--- src/logic/frm_map.vh ---
`ifndef FRM_MAP_VH
`define FRM_MAP_VH
// register byte offsets
`define FRM_INTFRAC_OFS   8'h00
`define FRM_LOWFRAC_OFS   8'h04
`define FRM_REFDIV_OFS    8'h08
`define FRM_FUNC_OFS      8'h0c
`define FRM_CLOCK_OFS     8'h10
`define FRM_DEV_OFS       8'h14
`define FRM_STEP_OFS      8'h18
`define FRM_CTRL_OFS      8'h1c
`define FRM_STAT_OFS      8'h20
`define FRM_DIVRD_OFS     8'h24
// integer/fraction register fields
`define FRM_RAMP_ON_BIT   31
`define FRM_INT_MSB       26
`define FRM_INT_LSB       15
`define FRM_FMSB_MSB      14
`define FRM_FMSB_LSB      3
// low fraction register fields
`define FRM_FLSB_MSB      15
`define FRM_FLSB_LSB      3
`define FRM_PHASE_MSB     14
`define FRM_PHASE_LSB     3
// reference divider register fields
`define FRM_SLIP_EN_BIT   28
`define FRM_HOP1_MSB      14
`define FRM_HOP1_LSB      3
// function register fields
`define FRM_PD_POL_BIT    6
`define FRM_WAVE_MSB      11
`define FRM_WAVE_LSB      10
// clock register fields
`define FRM_CLKMODE_MSB   20
`define FRM_CLKMODE_LSB   19
`define FRM_HOP2_MSB      18
`define FRM_HOP2_LSB      7
// deviation register fields
`define FRM_DEVSEL_BIT    23
`define FRM_SHIFT_MSB     22
`define FRM_SHIFT_LSB     19
`define FRM_DEVW_MSB      18
`define FRM_DEVW_LSB      3
// step register field
`define FRM_STEPS_MSB     22
`define FRM_STEPS_LSB     3
// control register bits
`define FRM_FSK_EN_BIT    0
`define FRM_PSK_EN_BIT    1
`define FRM_SGL_TRI_BIT   2
// waveform codes
`define FRM_WAVE_CSAW     2'h0
`define FRM_WAVE_CTRI     2'h1
`define FRM_WAVE_SSAW     2'h2
`define FRM_WAVE_SRAMP    2'h3
// reset value of every register
`define FRM_REG_RST       32'h00000000
`endif

--- src/logic/frm_modulator.v ---
// Our own choices: register access over APB and the placing of the registers.
`timescale 1ns/1ps
`default_nettype none
`include "frm_map.vh"
module frm_modulator #(
  parameter INT_W  = 12,   // integer field width
  parameter STEP_W = 20,   // step counter width
  parameter HOP_W  = 12    // hop divider width
) (
  input  wire        ref_clk,
  input  wire        srst,
  input  wire        psel,
  input  wire        penable,
  input  wire        pwrite,
  input  wire [7:0]  paddr,
  input  wire [31:0] pwdata,
  output reg  [31:0] prdata,
  output wire        pready,
  output wire        pslverr,
  input  wire        mod_trigger,
  input  wire        slip_imminent,
  input  wire        slip_need_up,
  input  wire        target_passed,
  output reg  [40:0] divide_value,
  output reg  [11:0] phase_offset,
  output reg  [2:0]  slip_cells,
  output reg         slip_pump_up
);
  // one-hot ramp states
  localparam [4:0] ST_IDLE = 5'h01;
  localparam [4:0] ST_UP   = 5'h02;
  localparam [4:0] ST_DOWN = 5'h04;
  localparam [4:0] ST_WRAP = 5'h08;
  localparam [4:0] ST_HOLD = 5'h10;
  // largest number of extra pump cells allowed at once
  localparam [2:0] CELL_MAX = 3'h7;

  // scaled deviation, sign extended to the divide width
  // a shift of up to 15 still fits the 41-bit divide word
  function [40:0] frm_scale;
    input [15:0] w;
    input [3:0]  s;
    begin
      frm_scale = {{25{w[15]}}, w} << s;
    end
  endfunction

  // divider value of zero counts as one
  // so that a cleared divider cannot stall the hop timer
  function [HOP_W-1:0] frm_nz;
    input [HOP_W-1:0] v;
    begin
      frm_nz = (v == {HOP_W{1'b0}}) ? {{(HOP_W-1){1'b0}}, 1'b1} : v;
    end
  endfunction

  // configuration registers
  // each register except control and deviation keeps the whole written word for readback
  reg  [31:0] intfrac_reg;   // integer/fraction
  reg  [31:0] lowfrac_reg;   // low fraction / phase
  reg  [31:0] refdiv_reg;    // reference divider
  reg  [31:0] func_reg;      // function
  reg  [31:0] clock_reg;     // clock
  reg  [22:3] dev_word0;     // first deviation word
  reg  [22:3] dev_word1;     // second deviation word
  reg         deviation_word_choice; // last select written
  reg  [31:0] step_reg;      // step
  reg  [2:0]  ctrl_reg;      // keying enables, single triangle

  // ramp and timer state
  // step_cnt counts hops within the current leg only
  reg  [4:0]        state;
  reg  [STEP_W-1:0] step_cnt;
  reg  [40:0]       ramp_ofs;
  reg  [HOP_W-1:0]  hop_cnt1;
  reg  [HOP_W-1:0]  hop_cnt2;
  reg               trig_meta;
  reg               trig_sync;
  reg               passed;   // target passed, unwinding

  // apb decode
  // pready is tied high, so every access phase lasts one cycle
  wire        wr_en  = psel & penable & pwrite;
  wire        rd_set = psel & ~penable & ~pwrite;
  reg         addr_ok;
  reg  [31:0] rd_mux;

  // register field views
  // divide word is the integer over 25 fraction bits, integer zero-extended
  wire [11:0] frac_hi  = intfrac_reg[`FRM_FMSB_MSB:`FRM_FMSB_LSB];
  wire [12:0] frac_lo  = lowfrac_reg[`FRM_FLSB_MSB:`FRM_FLSB_LSB];
  wire [INT_W-1:0] int_word =
    intfrac_reg[`FRM_INT_MSB:`FRM_INT_LSB];
  wire [24:0] frac_word = {frac_hi, frac_lo};
  wire [40:0] base_n = {{(16-INT_W){1'b0}}, int_word, frac_word};
  wire        ramp_on = intfrac_reg[`FRM_RAMP_ON_BIT];
  wire [1:0]  wave = func_reg[`FRM_WAVE_MSB:`FRM_WAVE_LSB];
  wire [22:3] deviation_word_choice_word =
    deviation_word_choice ? dev_word1 : dev_word0;
  wire [15:0] dev_w = deviation_word_choice_word[`FRM_DEVW_MSB:`FRM_DEVW_LSB];
  wire [3:0]  dev_s = deviation_word_choice_word[`FRM_SHIFT_MSB:`FRM_SHIFT_LSB];
  wire [40:0] dev_scaled = frm_scale(dev_w, dev_s);
  wire [STEP_W-1:0] steps =
    step_reg[`FRM_STEPS_LSB+STEP_W-1:`FRM_STEPS_LSB];
  wire [HOP_W-1:0] hop1 =
    frm_nz(refdiv_reg[`FRM_HOP1_MSB:`FRM_HOP1_LSB]);
  wire [HOP_W-1:0] hop2 =
    frm_nz(clock_reg[`FRM_HOP2_MSB:`FRM_HOP2_LSB]);
  wire        slip_en  = refdiv_reg[`FRM_SLIP_EN_BIT];
  wire [11:0] phase_val = lowfrac_reg[`FRM_PHASE_MSB:`FRM_PHASE_LSB];

  // hop expiry when both stages reach their terminal count
  // so a hop lands every first times second divider clocks
  wire hop_tick = (hop_cnt1 == hop1 - 1'b1) &
                  (hop_cnt2 == hop2 - 1'b1);
  // last step of the current up or down leg
  wire leg_done = (step_cnt + 1'b1 >= steps);

  assign pready  = 1'b1;
  assign pslverr = psel & penable & ~addr_ok;

  // address decode and read mux
  always @* begin
    addr_ok = 1'b1;
    rd_mux  = 32'h00000000;
    case (paddr)
      `FRM_INTFRAC_OFS: rd_mux = intfrac_reg;
      `FRM_LOWFRAC_OFS: rd_mux = lowfrac_reg;
      `FRM_REFDIV_OFS:  rd_mux = refdiv_reg;
      `FRM_FUNC_OFS:    rd_mux = func_reg;
      `FRM_CLOCK_OFS:   rd_mux = clock_reg;
      `FRM_DEV_OFS:     rd_mux = {8'h00, deviation_word_choice,
                                  deviation_word_choice_word, 3'h5};
      `FRM_STEP_OFS:    rd_mux = step_reg;
      `FRM_CTRL_OFS:    rd_mux = {29'h00000000, ctrl_reg};
      // status: unwind flag, cell count, one-hot state, step count
      `FRM_STAT_OFS:    rd_mux = {3'h0, passed, slip_cells,
                                  state, step_cnt};
      `FRM_DIVRD_OFS:   rd_mux = divide_value[40:9];
      default:          addr_ok = 1'b0;
    endcase
  end

  // read data captured in the setup cycle
  // and held until the next read setup, so the access edge sees it
  always @(posedge ref_clk) begin
    if (srst) begin
      prdata <= 32'h00000000;
    end else if (rd_set) begin
      prdata <= rd_mux;
    end
  end

  // register writes take effect at the access edge
  // read-only and unmapped offsets fall through and change nothing
  always @(posedge ref_clk) begin
    if (srst) begin
      intfrac_reg <= `FRM_REG_RST;
      lowfrac_reg <= `FRM_REG_RST;
      refdiv_reg  <= `FRM_REG_RST;
      func_reg    <= `FRM_REG_RST;
      clock_reg   <= `FRM_REG_RST;
      step_reg    <= `FRM_REG_RST;
      dev_word0   <= 20'h00000;
      dev_word1   <= 20'h00000;
      deviation_word_choice <= 1'b0;
      ctrl_reg    <= 3'h0;
    end else if (wr_en) begin
      case (paddr)
        `FRM_INTFRAC_OFS: intfrac_reg <= pwdata;
        `FRM_LOWFRAC_OFS: lowfrac_reg <= pwdata;
        `FRM_REFDIV_OFS:  refdiv_reg  <= pwdata;
        `FRM_FUNC_OFS:    func_reg    <= pwdata;
        `FRM_CLOCK_OFS:   clock_reg   <= pwdata;
        `FRM_STEP_OFS:    step_reg    <= pwdata;
        `FRM_CTRL_OFS:    ctrl_reg    <= pwdata[2:0];
        `FRM_DEV_OFS: begin
          // select bit steers which word is loaded and used
          deviation_word_choice <= pwdata[`FRM_DEVSEL_BIT];
          if (pwdata[`FRM_DEVSEL_BIT]) begin
            dev_word1 <= pwdata[22:3];
          end else begin
            dev_word0 <= pwdata[22:3];
          end
        end
        default: ;
      endcase
    end
  end

  // trigger pin two-stage synchroniser
  // only the second flop feeds the keying logic
  always @(posedge ref_clk) begin
    if (srst) begin
      trig_meta <= 1'b0;
      trig_sync <= 1'b0;
    end else begin
      trig_meta <= mod_trigger;
      trig_sync <= trig_meta;
    end
  end

  // two-stage hop timer, free running while ramp runs
  // held at zero in idle so the first hop is one full period away
  always @(posedge ref_clk) begin
    if (srst || !ramp_on || state == ST_IDLE) begin
      hop_cnt1 <= {HOP_W{1'b0}};
      hop_cnt2 <= {HOP_W{1'b0}};
    end else if (hop_cnt1 == hop1 - 1'b1) begin
      hop_cnt1 <= {HOP_W{1'b0}};
      // second stage advances once per first-stage wrap
      if (hop_cnt2 == hop2 - 1'b1) begin
        hop_cnt2 <= {HOP_W{1'b0}};
      end else begin
        hop_cnt2 <= hop_cnt2 + 1'b1;
      end
    end else begin
      hop_cnt1 <= hop_cnt1 + 1'b1;
    end
  end

  // ramp waveform state machine
  // up and down legs each count the programmed steps; the wrap state
  // waits one more expiry before returning to the start value
  always @(posedge ref_clk) begin
    if (srst || !ramp_on) begin
      // disabling the ramp ends any waveform
      // and the output falls back to keying or the centre value
      state    <= ST_IDLE;
      step_cnt <= {STEP_W{1'b0}};
      ramp_ofs <= 41'h0;
    end else begin
      case (state)
        ST_IDLE: begin
          // start from the programmed centre value
          state    <= ST_UP;
          step_cnt <= {STEP_W{1'b0}};
          ramp_ofs <= 41'h0;
        end
        ST_UP: begin
          // one scaled step per timer expiry
          if (hop_tick) begin
            ramp_ofs <= ramp_ofs + dev_scaled;
            step_cnt <= step_cnt + 1'b1;
            if (leg_done) begin
              step_cnt <= {STEP_W{1'b0}};
              case (wave)
                `FRM_WAVE_SRAMP: begin
                  // single triangle shares the ramp code
                  if (ctrl_reg[`FRM_SGL_TRI_BIT]) begin
                    state <= ST_DOWN;
                  end else begin
                    state <= ST_HOLD;
                  end
                end
                `FRM_WAVE_CTRI: state <= ST_DOWN;
                default:        state <= ST_WRAP;
              endcase
            end
          end
        end
        ST_DOWN: begin
          // falling leg mirrors the rising one
          if (hop_tick) begin
            ramp_ofs <= ramp_ofs - dev_scaled;
            step_cnt <= step_cnt + 1'b1;
            if (leg_done) begin
              step_cnt <= {STEP_W{1'b0}};
              if (wave == `FRM_WAVE_CTRI) begin
                state <= ST_UP;
              end else begin
                state <= ST_HOLD;
              end
            end
          end
        end
        ST_WRAP: begin
          // next expiry returns to the start value
          if (hop_tick) begin
            ramp_ofs <= 41'h0;
            if (wave == `FRM_WAVE_CSAW) begin
              state <= ST_UP;
            end else begin
              state <= ST_HOLD;
            end
          end
        end
        // single bursts park here until the ramp is disabled
        ST_HOLD: state <= ST_HOLD;
        default: state <= ST_IDLE;
      endcase
    end
  end

  // divide value and phase outputs
  // a running ramp takes precedence over frequency keying
  always @(posedge ref_clk) begin
    if (srst) begin
      divide_value <= 41'h0;
      phase_offset <= 12'h000;
    end else begin
      if (ramp_on && state != ST_IDLE) begin
        divide_value <= base_n + ramp_ofs;
      end else if (ctrl_reg[`FRM_FSK_EN_BIT]) begin
        // keying around the centre value
        if (trig_sync) begin
          divide_value <= base_n + dev_scaled;
        end else begin
          divide_value <= base_n - dev_scaled;
        end
      end else begin
        divide_value <= base_n;
      end
      if (ctrl_reg[`FRM_PSK_EN_BIT]) begin
        // offset in 1/4096 turn, two's complement retards
        if (trig_sync) begin
          phase_offset <= phase_val;
        end else begin
          phase_offset <= 12'h000 - phase_val;
        end
      end else begin
        phase_offset <= 12'h000;
      end
    end
  end

  // extra charge pump cell control
  // an unwind request outranks a new slip warning
  // the cell count saturates at seven and never wraps
  always @(posedge ref_clk) begin
    if (srst || !slip_en) begin
      slip_cells   <= 3'h0;
      slip_pump_up <= 1'b0;
      passed       <= 1'b0;
    end else if (passed || target_passed) begin
      // unwind one cell per clock until none remain
      passed <= (slip_cells > 3'h1);
      if (slip_cells != 3'h0) begin
        slip_cells <= slip_cells - 1'b1;
      end
    end else if (slip_imminent && slip_cells != CELL_MAX) begin
      slip_cells   <= slip_cells + 1'b1;
      slip_pump_up <= slip_need_up;
    end
  end
endmodule // frm_modulator
`default_nettype wire

--- config.mk ---
export PLATFORM = sky130hd
export DESIGN_NAME = frm_modulator
export DESIGN_NICKNAME = d
export VERILOG_FILES = /design/src/logic/frm_modulator.v
export VERILOG_INCLUDE_DIRS = /design/src /design/src/logic
export SDC_FILE = /design/constraint.sdc
export NUM_CORES = 1
export LEC_CHECK = 0
export BUFFER_PORTS_ARGS = -buffer_cell sky130_fd_sc_hd__buf_4
export CAP_MARGIN = 5
export CORE_UTILIZATION = 40
export DETAILED_ROUTE_END_ITERATION = 12
export REMOVE_ABC_BUFFERS = 1
export SLEW_MARGIN = 20
export SYNTH_ARGS = -nofsm -noshare
export SYNTH_HDL_FRONTEND = slang
export SYNTH_SLANG_ARGS = --single-unit
--- constraint.sdc ---
create_clock -name ref_clk -period 5.5 [get_ports ref_clk]
set_input_delay 0.275 -clock ref_clk [delete_from_list [all_inputs] [get_ports ref_clk]]
set_output_delay 0.275 -clock ref_clk [all_outputs]
set_load 0.02 [all_outputs]
==> flow_summary.yaml <==
power:
  powerDensity_mw_per_mm2: 193.7
  power.static_leakage_nw: 14.26
  peakVddDrop_mv: 0.2391
floorplanning:
  core_area_sq_mm: 0.06716
  top_level_ports: 140
  die_area_sq_mm: 0.06890
  row_count: 95
  start_util_pct: 40.42
  die_w_microns: 262.5
  die_y_microns: 262.5
sta:
  worst_hold_slack_ns: 0.02133
  fin_crit_ns: 5.522
  slew_violations: 0
  rsz0062_at_grt: "true"
  fin_ws_ns: -0.02150
  period_share_pct: 100.4
  relSlewSlack_pct: 25.03
  skew_ns: 0.02536
  setup_violations: 2
  hold_viol_final: 0
  worst_pin_slew_ns: 1.118
  clock.fmax_ghz: 0.1811
yosys:
  ys_warn_count: 0
  synthCells: 3581
  synth_top_cell_by_area: "dfxtp_1"
  synth_cell_types: 83
  synth_area_sq_mm: 0.02714
  async_flop_share_pct: 0
  synth_flop_cell: "dfxtp_1"
  synth.area.top_cells: "dfxtp_1 31%, nand2_1 8.9%, a21oi_1 8.6%"
  syn_avg_cell_area_sq_um: 7.580
  synth-seq-cells: 418
  ys_seq_area_share_pct: 30.83
  synth_top_area_share_pct: 30.83
  synth_edf_count: 0
critical_path:
  path_class: "flop to flop"
  arrival_ns: 6.04
  cp_max_fo: 6
  crit_slowest_cell: "dfxtp_4"
  cpMostUsedCell: "buf_4"
  critPathCaptureType: "flop"
  cp-start-kind: "flop"
  cp_data_required_time_ns: 6.02
  cpPeakStageDelay_ns: 0.40
detailed_routing:
  drt_iter0_drc: 3084
  met2_length_microns: 51130
  vias: 29400
  highest_layer: "met5"
  drc: 0
  detail-route-antenna-nets: 0
  vias_per_cell: 5.871
  route.met3.wl_microns: 9867
  wl_met1_microns: 47010
  detail_route.first_pass.iterations: 6
  post_drt_wl_per_cell_microns: 22.81
  wirelength_microns: 114200
global_routing:
  antenna_found_initial: 3
  track_usage_pct: 31.69
  grt_start_max_net_pins: 133
  grt_pass1_wl_microns: 169300
  grt.overflow.total: 0
  grt_pass1_vias: 27340
clock_network:
  cts_made_buffers: 49
  cts_sinks: 418
  clock_latency_ns: 0.64
  cts_tree: "built"
  clkTransAtPathRegs_ns: 0.07
  cts_buffer_depth: 3
  htreeDepth: 2
  cts_root_buffer: "clkbuf_16"
placement:
  place.gp.congestion: 0.9928
  place_ws_ns: -0.7239
  place_hpwl_microns: 83880
  port_buffers: 138
run_status:
  status: "complete, but fails checks"
  failed_checks: "setup timing"
finish:
  area_growth_pct: 31.28
  final_layout_size_suffix_gt1_share_pct: 23.54
  fin_nets: 4298
  top_regs: "divide_value: 41 flops, ramp_ofs: 41 flops"
run:
  drv_cap: 0
worst_hold_path:
  hp-class: "primary input to flop"
power breakdown:
group          internal [mW]  switching [mW]  leakage [nW]  total [mW]
Combinational          0.120           0.177          10.0       0.297
Clock                   2.11            1.46         0.861        3.57
Sequential              3.03         0.00435          3.37        3.03
per-stage QoR:
| stage | cell area, sq um | total power, mW | std cells | TNS, ns | util [%] |
|---|---|---|---|---|---|
| after floorplan | 26150 | 3.188 | 3344 | -44.28 | - |
| after global placement | 32090 | 3.360 | 4842 | -13.82 | 47.79 |
| after detailed placement | 32100 | 3.360 | 4842 | -9.760 | 47.80 |
| after CTS | 34700 | 6.917 | 4976 | 0 | 51.67 |
| after global routing | 35630 | 7.074 | 5006 | -2.231 | 53.05 |
| final | 35630 | 6.902 | 5007 | -0.02511 | 53.06 |
worst max-delay path: cells and delay by family (launching register included):
kind	cells	cell delay, ns
AO/OA/AOI/OAI	10	1.62
adder cells (fa/ha/maj)	1	0.31
buffers and inverters	7	1.04
multiplexers	4	1.12
AND/OR/NAND/NOR	5	0.67
flip-flops	1	0.40
XOR/XNOR	1	0.23
placed cells by master (no fill, tap or decap), types with 26 or more instances in the layout:
| cell | synthesis | final |
|---|---|---|
| buf_4 | 21 | 647 |
| nand2_1 | 646 | 636 |
| a21oi_1 | 468 | 450 |
| dfxtp_1 | 418 | 415 |
| nor2_1 | 287 | 271 |
| ha_1 | 151 | 147 |
| xnor2_1 | 125 | 120 |
| xor2_1 | 98 | 95 |
| o21ai_0 | 104 | 88 |
| nand3_1 | 85 | 81 |
| inv_1 | 69 | 69 |
| a21o_1 | 65 | 65 |
| a22oi_1 | 60 | 58 |
| mux2i_1 | 66 | 54 |
| clkbuf_16 | 0 | 50 |
| a31oi_1 | 54 | 48 |
| nor3_1 | 57 | 45 |
| a221oi_1 | 47 | 42 |
| a211oi_1 | 50 | 37 |
| dlygate4sd3_1 | 0 | 34 |
| and3_1 | 34 | 33 |
| nand2b_1 | 29 | 28 |
| or3_1 | 26 | 26 |
| a22o_1 | 26 | 26 |
worst paths after layout:
check	from	endpoint	slack, ns	cells after the start
max reg2reg	deviation_word_choice	ramp_ofs[40]	-0.02	28
min	target_passed	slip_pump_up	0.02	4
min reg2reg	trig_meta	trig_sync	0.44	1
max	deviation_word_choice	ramp_ofs[40]	-0.02	28
kinds of logic (layout without fill, tap and decap cells):
kind of cell	after synthesis	in the layout	share of synthesized area, %
muxes	95	96	3.729
buffers and inverters	306	857	4.610
other	1	2	0.01382
AOI/OAI and AO/OA	1078	1078	25.24
DFF	418	418	30.83
xor gates and xnor gates	223	223	7.196
adders and majority gates	154	154	7.182
and+or+nand+nor	1306	1306	21.20
layout make-up:
class / count / area (sq um)
inverter: 69 / 259.0
multi-input combinational: 2858 / 18640
timing repair buffer: 699 / 5509
tap: 873 / 1092
sequential: 418 / 8374
clock inverter: 19 / 316.6
clock buffer: 70 / 1435
fill: 6376 / 31530
antenna: 1 / 2.502
synthesized netlist by cell type (29+ instances only):
| master | count |
|---|---|
| a21oi_1 | 468 |
| nor2_1 | 287 |
| a221oi_1 | 47 |
| o21ai_0 | 104 |
| nand2b_1 | 29 |
| a22oi_1 | 60 |
| inv_1 | 69 |
| a211oi_1 | 50 |
| nand2_1 | 646 |
| nor3_1 | 57 |
| mux2i_1 | 66 |
| xnor2_1 | 125 |
| and3_1 | 34 |
| a31oi_1 | 54 |
| a21o_1 | 65 |
| nand3_1 | 85 |
| clkbuf_1 | 187 |
| xor2_1 | 98 |
| ha_1 | 151 |
| dfxtp_1 | 418 |
per-layer routing:
layer,global-route usage (%),vias to the layer above
li1,-,13820
met1,41.36,13970
met5,0,-
met4,15.74,4
met2,50.98,1335
met3,4.713,273
timing repair:
action	in CTS	in global routing
endpoints found under the setup margin	31	39
hold buffers	34	0
cloned	1	2
setup buffers	11	29
gates resized for setup	96	134
pin swaps	33	73
hold endpoints to repair	226	0
Note: power is estimated with default switching activity, not from simulation.
